==> src/hw/vco_autocal_pkg.sv <==
`default_nettype none

package vco_autocal_pkg;

  ////////////////////////////////////////////////////////////////////////////
  // Register map. Printed offsets are register indices; byte address is
  // four times the index.

  localparam int unsigned num_regs = 10;
  localparam int unsigned reg_w    = 8;
  localparam int unsigned addr_w   = 12;

  localparam logic [7:0] idx_level_control_disable        = 8'h2c;
  localparam logic [7:0] idx_band_select_divider          = 8'h30;
  localparam logic [7:0] idx_calibration_timeout_low      = 8'h31;
  localparam logic [7:0] idx_adc_control_timeout_high     = 8'h32;
  localparam logic [7:0] idx_readback_select_lock_timeout = 8'h33;
  localparam logic [7:0] idx_calibration_test_mode        = 8'h34;
  localparam logic [7:0] idx_adc_clock_divider            = 8'h35;
  localparam logic [7:0] idx_pump_offset_reserved         = 8'h36;
  localparam logic [7:0] idx_manual_band_value            = 8'h37;
  localparam logic [7:0] idx_manual_core_value            = 8'h38;

  // Slot order of the storage array, slot 0 in the low byte.
  localparam logic [num_regs-1:0][7:0] slot_index = {
    idx_manual_core_value,
    idx_manual_band_value,
    idx_pump_offset_reserved,
    idx_adc_clock_divider,
    idx_calibration_test_mode,
    idx_readback_select_lock_timeout,
    idx_adc_control_timeout_high,
    idx_calibration_timeout_low,
    idx_band_select_divider,
    idx_level_control_disable
  };

  localparam logic [3:0] slot_level  = 4'h0;
  localparam logic [3:0] slot_bdiv   = 4'h1;
  localparam logic [3:0] slot_tlow   = 4'h2;
  localparam logic [3:0] slot_adcctl = 4'h3;
  localparam logic [3:0] slot_rbsel  = 4'h4;
  localparam logic [3:0] slot_tmode  = 4'h5;
  localparam logic [3:0] slot_adcdiv = 4'h6;
  localparam logic [3:0] slot_pump   = 4'h7;
  localparam logic [3:0] slot_mband  = 4'h8;
  localparam logic [3:0] slot_mcore  = 4'h9;

  localparam logic [7:0] reg_reset = 8'h00;

  ////////////////////////////////////////////////////////////////////////////
  // Field positions.

  localparam int unsigned pos_level_ctl_off      = 0;
  localparam int unsigned pos_adc_input_select   = 7;
  localparam int unsigned pos_adc_quick_convert  = 5;
  localparam int unsigned pos_adc_repeat_convert = 4;
  localparam int unsigned pos_adc_convert        = 3;
  localparam int unsigned pos_adc_enable         = 2;
  localparam int unsigned pos_timeout_high_msb   = 1;
  localparam int unsigned pos_select_msb         = 7;
  localparam int unsigned pos_select_lsb         = 5;
  localparam int unsigned pos_limit_msb          = 4;
  localparam int unsigned pos_core_msb           = 7;
  localparam int unsigned pos_core_lsb           = 4;

  ////////////////////////////////////////////////////////////////////////////
  // Encodings.

  localparam logic [2:0] readback_checker   = 3'b000;
  localparam logic [2:0] readback_core_band = 3'b001;
  localparam logic [2:0] readback_adc       = 3'b101;
  localparam logic [15:0] checker_pattern   = 16'haa55;

  localparam logic [2:0] mode_normal        = 3'b000;
  localparam logic [2:0] mode_manual_core   = 3'b010;
  localparam logic [2:0] mode_manual_volt   = 3'b100;

  localparam logic [1:0] resp_okay   = 2'b00;
  localparam logic [1:0] resp_slverr = 2'b10;

  typedef enum logic {w_idle, w_resp} write_state_t;
  typedef enum logic {r_idle, r_resp} read_state_t;

endpackage : vco_autocal_pkg

`default_nettype wire

==> src/hw/vco_autocal_control_regs.sv <==
// Local design decision: register access over AXI4-Lite.
`default_nettype none

// Operation
// RULE1: Level-control bit 0 disables oscillator automatic level control when set.
// RULE2: Band-select divider divides phase detector ticks into band-select clock ticks.
// RULE3: Calibration timeout is ten bits: low byte plus ADC control bits 1:0.
// RULE4: ADC input select picks temperature voltage at 0, tuning voltage at 1.
// RULE5: ADC enable bit 2 powers the ADC; bit 3 requests a conversion.
// RULE6: Bit 5 enables quick conversion, bit 4 repeated back-to-back conversion.
// RULE7: Five-bit lock wait limit in bits 4:0 sets the lock wait.
// RULE8: Readback select picks checkerboard, core and band, or ADC result.
// RULE9: Three-bit test mode selects normal, manual core/band or manual voltage.
// RULE10: Software keeps the level wait limit field at zero.
// RULE11: ADC clock is phase detector rate over four times divider plus two.
// RULE12: Manual band value supplies the band when calibration is bypassed.
// RULE13: Manual core in bits 7:4 supplies the core when bypassed.
// RULE14: All registers are eight-bit, read/write, and reset to zero.
// RULE15: Manual core and band apply only in manual core/band test mode.
module vco_autocal_control_regs #(
  parameter int unsigned adc_result_w = 8
) (
  input  wire  logic                                 aclk,
  input  wire  logic                                 aresetn,
  input  wire  logic [vco_autocal_pkg::addr_w-1:0]   s_axi_awaddr,
  input  wire  logic [2:0]                           s_axi_awprot,
  input  wire  logic                                 s_axi_awvalid,
  output logic                                       s_axi_awready,
  input  wire  logic [31:0]                          s_axi_wdata,
  input  wire  logic [3:0]                           s_axi_wstrb,
  input  wire  logic                                 s_axi_wvalid,
  output logic                                       s_axi_wready,
  output logic [1:0]                                 s_axi_bresp,
  output logic                                       s_axi_bvalid,
  input  wire  logic                                 s_axi_bready,
  input  wire  logic [vco_autocal_pkg::addr_w-1:0]   s_axi_araddr,
  input  wire  logic [2:0]                           s_axi_arprot,
  input  wire  logic                                 s_axi_arvalid,
  output logic                                       s_axi_arready,
  output logic [31:0]                                s_axi_rdata,
  output logic [1:0]                                 s_axi_rresp,
  output logic                                       s_axi_rvalid,
  input  wire  logic                                 s_axi_rready,
  input  wire  logic                                 phase_detector_tick,
  input  wire  logic [3:0]                           cal_core,
  input  wire  logic [7:0]                           cal_band,
  input  wire  logic [adc_result_w-1:0]              adc_result,
  output logic                                       level_ctl_off,
  output logic                                       band_clk_tick,
  output logic [9:0]                                 cal_timeout,
  output logic                                       adc_input_select,
  output logic                                       adc_enable,
  output logic                                       adc_convert,
  output logic                                       adc_quick_convert,
  output logic                                       adc_repeat_convert,
  output logic                                       adc_clk_tick,
  output logic [4:0]                                 lock_wait_limit,
  output logic [4:0]                                 level_wait_limit,
  output logic [2:0]                                 cal_test_mode,
  output logic                                       manual_core_band_mode,
  output logic                                       manual_voltage_mode,
  output logic [7:0]                                 pump_offset_trim,
  output logic [3:0]                                 core_select,
  output logic [7:0]                                 band_select,
  output logic [15:0]                                cal_readback
);

  import vco_autocal_pkg::*;

  //////////////////////////////////////////////////////////////////////////////
  // State.

  typedef struct packed {
    write_state_t                  wstate;
    logic                          aw_held;
    logic [addr_w-1:0]             aw_addr;
    logic                          w_held;
    logic [7:0]                    w_data;
    logic                          w_lane0;
    logic [1:0]                    bresp;
    read_state_t                   rstate;
    logic [31:0]                   rdata;
    logic [1:0]                    rresp;
    logic [num_regs-1:0][reg_w-1:0] regs;
    logic [7:0]                    band_count;
    logic                          band_tick;
    logic [9:0]                    adc_count;
    logic                          adc_tick;
    logic [3:0]                    core_out;
    logic [7:0]                    band_out;
    logic [15:0]                   readback;
  } state_t;

  state_t state;
  state_t next_state;

  //////////////////////////////////////////////////////////////////////////////
  // Address decode, shared by the write and read paths.

  function automatic logic [4:0] decode_slot(input logic [addr_w-1:0] addr);
    logic [4:0] result;
    result = 5'h00;
    for (int unsigned i = 0; i < num_regs; i++) begin
      if (addr[1:0] == 2'b00 &&
          addr[addr_w-1:2] == {2'b00, slot_index[i]}) begin
        result = {1'b1, 4'(i)};
      end
    end
    return result;
  endfunction : decode_slot

  logic [4:0] write_hit;
  logic [4:0] read_hit;
  logic       aw_take;
  logic       w_take;
  logic       ar_take;

  assign write_hit = decode_slot(state.aw_addr);
  assign read_hit  = decode_slot(s_axi_araddr);

  // Address and data are latched independently, so they may arrive in
  // either order; neither is taken again until the response is accepted.
  assign s_axi_awready = state.wstate == w_idle && !state.aw_held;
  assign s_axi_wready  = state.wstate == w_idle && !state.w_held;
  assign s_axi_bvalid  = state.wstate == w_resp;
  assign s_axi_bresp   = state.bresp;
  assign s_axi_arready = state.rstate == r_idle;
  assign s_axi_rvalid  = state.rstate == r_resp;
  assign s_axi_rdata   = state.rdata;
  assign s_axi_rresp   = state.rresp;

  assign aw_take = s_axi_awvalid && s_axi_awready;
  assign w_take  = s_axi_wvalid && s_axi_wready;
  assign ar_take = s_axi_arvalid && s_axi_arready;

  //////////////////////////////////////////////////////////////////////////////
  // Next state.

  always_comb begin
    next_state = state;
    next_state.band_tick = 1'b0;
    next_state.adc_tick  = 1'b0;

    if (aw_take) begin
      next_state.aw_held = 1'b1;
      next_state.aw_addr = s_axi_awaddr;
    end
    if (w_take) begin
      next_state.w_held  = 1'b1;
      next_state.w_data  = s_axi_wdata[7:0];
      next_state.w_lane0 = s_axi_wstrb[0];
    end

    case (state.wstate)
      w_idle: begin
        if (state.aw_held && state.w_held) begin
          next_state.wstate = w_resp;
          if (write_hit[4]) begin
            next_state.bresp = resp_okay;
            // Only byte lane 0 carries register data; upper lanes are
            // ignored since every register is eight bits wide.
            if (state.w_lane0) begin
              next_state.regs[write_hit[3:0]] = state.w_data; // RULE14
            end
          end else begin
            next_state.bresp = resp_slverr;
          end
        end
      end
      w_resp: begin
        if (s_axi_bready) begin
          next_state.wstate  = w_idle;
          next_state.aw_held = 1'b0;
          next_state.w_held  = 1'b0;
        end
      end
      default: begin
        next_state.wstate = w_idle;
      end
    endcase

    case (state.rstate)
      r_idle: begin
        if (ar_take) begin
          next_state.rstate = r_resp;
          if (read_hit[4]) begin
            next_state.rdata = {24'h000000, state.regs[read_hit[3:0]]}; // RULE14
            next_state.rresp = resp_okay;
          end else begin
            next_state.rdata = 32'h00000000;
            next_state.rresp = resp_slverr;
          end
        end
      end
      r_resp: begin
        if (s_axi_rready) begin
          next_state.rstate = r_idle;
        end
      end
      default: begin
        next_state.rstate = r_idle;
      end
    endcase

    // A divider of zero stops the band-select clock rather than wrapping.
    if (phase_detector_tick && state.regs[slot_bdiv] != 8'h00) begin
      if (state.band_count == state.regs[slot_bdiv] - 8'h01) begin // RULE2
        next_state.band_count = 8'h00;
        next_state.band_tick  = 1'b1;
      end else begin
        next_state.band_count = state.band_count + 8'h01;
      end
    end

    // Period is four times the divider plus two phase detector ticks.
    if (!state.regs[slot_adcctl][pos_adc_enable]) begin
      next_state.adc_count = 10'h000;
    end else if (phase_detector_tick) begin
      if (state.adc_count == {state.regs[slot_adcdiv], 2'b01}) begin // RULE11
        next_state.adc_count = 10'h000;
        next_state.adc_tick  = 1'b1;
      end else begin
        next_state.adc_count = state.adc_count + 10'h001;
      end
    end

    // Manual values override the calibration result only in their mode.
    if (state.regs[slot_tmode][pos_select_msb:pos_select_lsb]
        == mode_manual_core) begin // RULE15 RULE9
      next_state.core_out =
        state.regs[slot_mcore][pos_core_msb:pos_core_lsb]; // RULE13
      next_state.band_out = state.regs[slot_mband]; // RULE12
    end else begin
      next_state.core_out = cal_core;
      next_state.band_out = cal_band;
    end

    case (state.regs[slot_rbsel][pos_select_msb:pos_select_lsb]) // RULE8
      readback_checker: begin
        next_state.readback = checker_pattern;
      end
      readback_core_band: begin
        next_state.readback = {4'h0, state.core_out, state.band_out};
      end
      readback_adc: begin
        next_state.readback = 16'(adc_result);
      end
      default: begin
        next_state.readback = 16'h0000;
      end
    endcase
  end

  //////////////////////////////////////////////////////////////////////////////
  // Registers.

  always_ff @(posedge aclk) begin
    if (!aresetn) begin
      state            <= '0;
      state.wstate     <= w_idle;
      state.rstate     <= r_idle;
      for (int unsigned i = 0; i < num_regs; i++) begin
        state.regs[i] <= reg_reset; // RULE14
      end
    end else begin
      state <= next_state;
    end
  end

  //////////////////////////////////////////////////////////////////////////////
  // Field outputs, straight from the register flops.

  assign level_ctl_off = state.regs[slot_level][pos_level_ctl_off]; // RULE1
  assign band_clk_tick = state.band_tick; // RULE2
  assign cal_timeout   = {state.regs[slot_adcctl][pos_timeout_high_msb:0],
                          state.regs[slot_tlow]}; // RULE3
  assign adc_input_select =
    state.regs[slot_adcctl][pos_adc_input_select]; // RULE4
  assign adc_enable  = state.regs[slot_adcctl][pos_adc_enable]; // RULE5
  assign adc_convert = state.regs[slot_adcctl][pos_adc_convert]; // RULE5
  assign adc_quick_convert =
    state.regs[slot_adcctl][pos_adc_quick_convert]; // RULE6
  assign adc_repeat_convert =
    state.regs[slot_adcctl][pos_adc_repeat_convert]; // RULE6
  assign adc_clk_tick = state.adc_tick; // RULE11
  assign lock_wait_limit =
    state.regs[slot_rbsel][pos_limit_msb:0]; // RULE7
  // Software is expected to leave this at zero; it is passed on as is.
  assign level_wait_limit = state.regs[slot_tmode][pos_limit_msb:0];
  assign cal_test_mode =
    state.regs[slot_tmode][pos_select_msb:pos_select_lsb]; // RULE9
  assign manual_core_band_mode = cal_test_mode == mode_manual_core; // RULE9
  assign manual_voltage_mode   = cal_test_mode == mode_manual_volt; // RULE9
  assign pump_offset_trim = state.regs[slot_pump];
  assign core_select  = state.core_out;
  assign band_select  = state.band_out;
  assign cal_readback = state.readback;

endmodule : vco_autocal_control_regs

`default_nettype wire

==> config.mk <==
export PLATFORM = sky130hd
export DESIGN_NAME = vco_autocal_control_regs
export DESIGN_NICKNAME = d
export VERILOG_FILES = /design/src/hw/vco_autocal_pkg.sv /design/src/hw/vco_autocal_control_regs.sv
export SDC_FILE = /design/constraint.sdc
export NUM_CORES = 1
export LEC_CHECK = 0
export ABC_AREA = 0
export BUFFER_PORTS_ARGS = -buffer_cell sky130_fd_sc_hd__buf_2
export CELL_PAD_IN_SITES_DETAIL_PLACEMENT = 2
export CELL_PAD_IN_SITES_GLOBAL_PLACEMENT = 2
export CORE_UTILIZATION = 29
export CTS_BUF_LIST = sky130_fd_sc_hd__clkbuf_16
export DETAILED_ROUTE_END_ITERATION = 10
export PLACE_DENSITY_LB_ADDON = 0.05
export SLEW_MARGIN = 25
export SYNTH_ARGS = -nofsm -noshare
export SYNTH_HDL_FRONTEND = slang
export SYNTH_SLANG_ARGS = --single-unit
export TNS_END_PERCENT = 10
==> constraint.sdc <==
create_clock -name aclk -period 2 [get_ports aclk]
set_input_delay 0.1 -clock aclk [delete_from_list [all_inputs] [get_ports aclk]]
set_output_delay 0.1 -clock aclk [all_outputs]
set_load 0.03 [all_outputs]
==> metrics.md <==
| Metric | Value |
|---|---|
| Hold Slack | `10.2 ps` |
| Area of the core | `around 0.028 sq mm` |
| FILL cells | `between 3k and 4k` |
| Hold WC Path Type | `in -> reg` |
| Reg2Reg Depth | `7` |
| Total track usage | `0.202` |
| Worst setup SP type | `flop` |
| Final Skew | `12.1 ps` |
| Clock Path Buffers | `2` |
| Simple-gate portion of the synthesized area | `0.190` |
| Layout area overhead | `25.5%` |
| CP endpoint kind | `flop` |
| Slew @ Worst Pin | `780 ps` |
| Post-Synthesis Cells | `903` |
| Most common cell after layout, fill and taps aside | `dfxtp_1` |
| RSZ-0062 raised after global routing | `yes` |
| H-tree depth | `4` |
| Routability cong. | `~0.84` |
| Clock Sinks | `160` |
| Vias | `between 7k and 8k` |
| Crit share post-route | `1.02` |
| MaxCap Viol Count | `0` |
| Status | `complete, but fails checks` |
| Initial Utilization | `0.294` |
| Post-Place Worst Slack | `-119 ps` |
| Cell row count | `61` |
| Crit path arrival time | `roughly 2400 ps` |
| Register-to-register setup slack | `-40 ps` |
| Root Driver | `clkbuf_16` |
| Largest family of logic cells by synthesized area | `simple AND/OR/NAND/NOR gates` |
| Worst Hold Depth | `3` |
| Post-synth EDFFs | `0` |
| PortBufs | `142` |
| Pre-Repair DR Iteration Count | `4` |
| PD cells | `708 mW/mm^2` |
| Total wire length | `28600 microns` |
| Largest net degree at the start of global routing | `just over 70` |
| Clock latency on the worst-skew pair | `440 ps` |
| Final core occ | `0.369` |
| Die Ht | `approximately 170 microns` |
| TNS Setup | `-552 ps` |
| Post-DP HPWL | `21600 microns` |
| Synth async-reset ratio | `0` |
| Worst Setup Path Type | `reg -> reg` |
| Fmax | `489 MHz` |
| Hold path start | `s_axi_arvalid` |
| Worst-path fanout max | `8` |
| Total CTS buffers | `17` |
| R2R Path End | `state[119]` |
| Slew Viols, Final | `0` |
| Mean Syn Cell Area | `9.05 sq um` |
| WP data required | `between 2000 and 2500 ps` |
| Top_reg_cell synth | `dfxtp_1` |
| Routed vias/inst | `a little under 5` |
| Mux contribution to synthesized area | `0.151` |
| Fin crit period | `2040 ps` |
| Wire length of the first global-routing pass | `44000 microns` |
| Share of post-route cells with drive strength above 1 | `0.265` |
| Fin nets | `roughly 1.2k` |
| Compound-Gate Fraction of Synth Area | `0.103` |
| Final hold vios | `0` |
| Initial drt markers | `slightly above 200` |
| Global route overflow | `0` |
| Drc violations | `0` |
| Worst Hold End | `s_axi_rresp[1]` |
| Leakage power | `4.70 nW` |
| Number of synthesized register bits | `160` |
| Final worst setup slack | `-44.9 ps` |
| XOR/XNOR Fraction of Synth Area | `0.0354` |
| Worst r2r src | `state[185]` |
| Commonest non-fill, non-tap cells in the layout | `159 x dfxtp_1, 142 x buf_2, 139 x nor2_1` |
| Num ports | `204` |
| CTS tree | `yes` |
| Avg WL per Cell | `just under 20 microns` |
| Total Die Area | `0.0289 sq mm` |
| Sequential area share after synthesis | `0.392` |
| Initial antenna violation count | `1` |
| Slew Limit Headroom | `0.480` |
| Vias in the first global route | `7691` |
| Reg clk slew, reported paths | `70 ps` |
| Final Setup Violations | `44` |
| Yosys cell types | `70` |
| Yosys warnings | `0` |
| Synth Cell Area | `~0.008 sq mm` |
| VDD IR max | `0.000552 V` |
| Power, Total | `7.26 mW` |
| Synth Area in Adders | `0.00612` |
| Antenna Nets Post-Route | `0` |
| Failing checks | `setup timing` |
| Chip width | `around 170 microns` |
[critical path: stages (launching register included)]
cell and delay (ps):
dfxtp_1 310, or4_4 590, nor4_4 280, buf_4 190
nand4_4 110, buf_12 170, mux2i_4 180, nor2_1 140
[per-stage QoR]
stage	std cells	area (sq um)
after global routing	1460	10300
after CTS	1459	10200
after global placement	1381	9170
after floorplan	930	8280
final	1460	10300
after detailed placement	1381	9170
[where the power goes]
part / switching [mW] / internal, mW
combinational: 0.449 / 0.289
sequential: 0.0778 / 3.24
clock: 1.47 / 1.73
total: 2.00 / 5.26
[worst max path at each step]
stage                     cells past startpoint             endpoint            start
after floorplan                               7           adc_enable       state[185]
after global placement                        6       s_axi_rdata[3]  s_axi_araddr[1]
after detailed placement                      6       s_axi_rdata[3]  s_axi_araddr[1]
after CTS                                     7           state[119]       state[185]
after global routing                          7  pump_offset_trim[5]       state[185]
final                                         7           state[119]       state[185]
[synthesized netlist by cell type (8+ instances only)]
| cell | instances | share of area |
|---|---|---|
| a211oi_1 | 15 | 0.014 |
| a21oi_1 | 30 | 0.018 |
| and3_1 | 14 | 0.011 |
| buf_2 | 8 | 0.0049 |
| buf_4 | 95 | 0.087 |
| clkbuf_1 | 29 | 0.013 |
| dfxtp_1 | 160 | 0.39 |
| inv_1 | 11 | 0.0051 |
| mux2_2 | 9 | 0.012 |
| mux2i_1 | 113 | 0.14 |
| nand2_1 | 53 | 0.024 |
| nand3_1 | 16 | 0.0098 |
| nor2_1 | 139 | 0.064 |
| nor2b_1 | 8 | 0.0061 |
| nor3_1 | 13 | 0.0080 |
| nor4_1 | 8 | 0.0061 |
| o21ai_0 | 19 | 0.012 |
| o22ai_1 | 8 | 0.0061 |
| xnor2_1 | 9 | 0.0096 |
| xor2_1 | 24 | 0.026 |
[cell type report]
cell class	instances	area, sq um	share of cell area
multi-input combinational	614	4140	0.403
sequential	160	3200	0.312
timing repair buffer	264	1840	0.180
tap	378	473	0.0461
clock buffer	17	425	0.0415
clock inverter	15	133	0.0129
inverter	11	42.5	0.00415
antenna	1	2.50	0.000244
[flip-flops by register name, indices dropped and copies added (netlist names), 3 cells and up]
signal	count
state	84
pump_offset_trim	8
level_wait_limit	5
cal_timeout	10
cal_test_mode	3
core_select	4
lock_wait_limit	5
band_select	8
s_axi_rdata	8
cal_readback	13
[metal layers]
layer,global-route usage,vias up,wire (microns)
met4,0.0697,0,590
met2,0.360,140,14400
met1,0.247,3489,12500
li1,-,3368,-
met5,0,-,0
met3,0.0298,26,1110
[cells by family (layout without fill, tap and decap cells)]
group,Yosys count,after routing
buffers and inverters,156,307
other,1,29
and+or+nand+nor,308,308
adders and majority gates,4,4
AOI/OAI and AO/OA,119,119
DFF,160,160
muxes,122,122
xor gates and xnor gates,33,33
[timing repair]
action	4_1_cts	5_1_grt
pin swaps	2	3
setup buffers	2	0
hold buffers	44	0
gates resized for setup	6	8
gates cloned	0	0
endpoints found under the setup margin	68	84
endpoints found under the hold margin	43	0
Note: power is estimated with default switching activity, not from simulation.
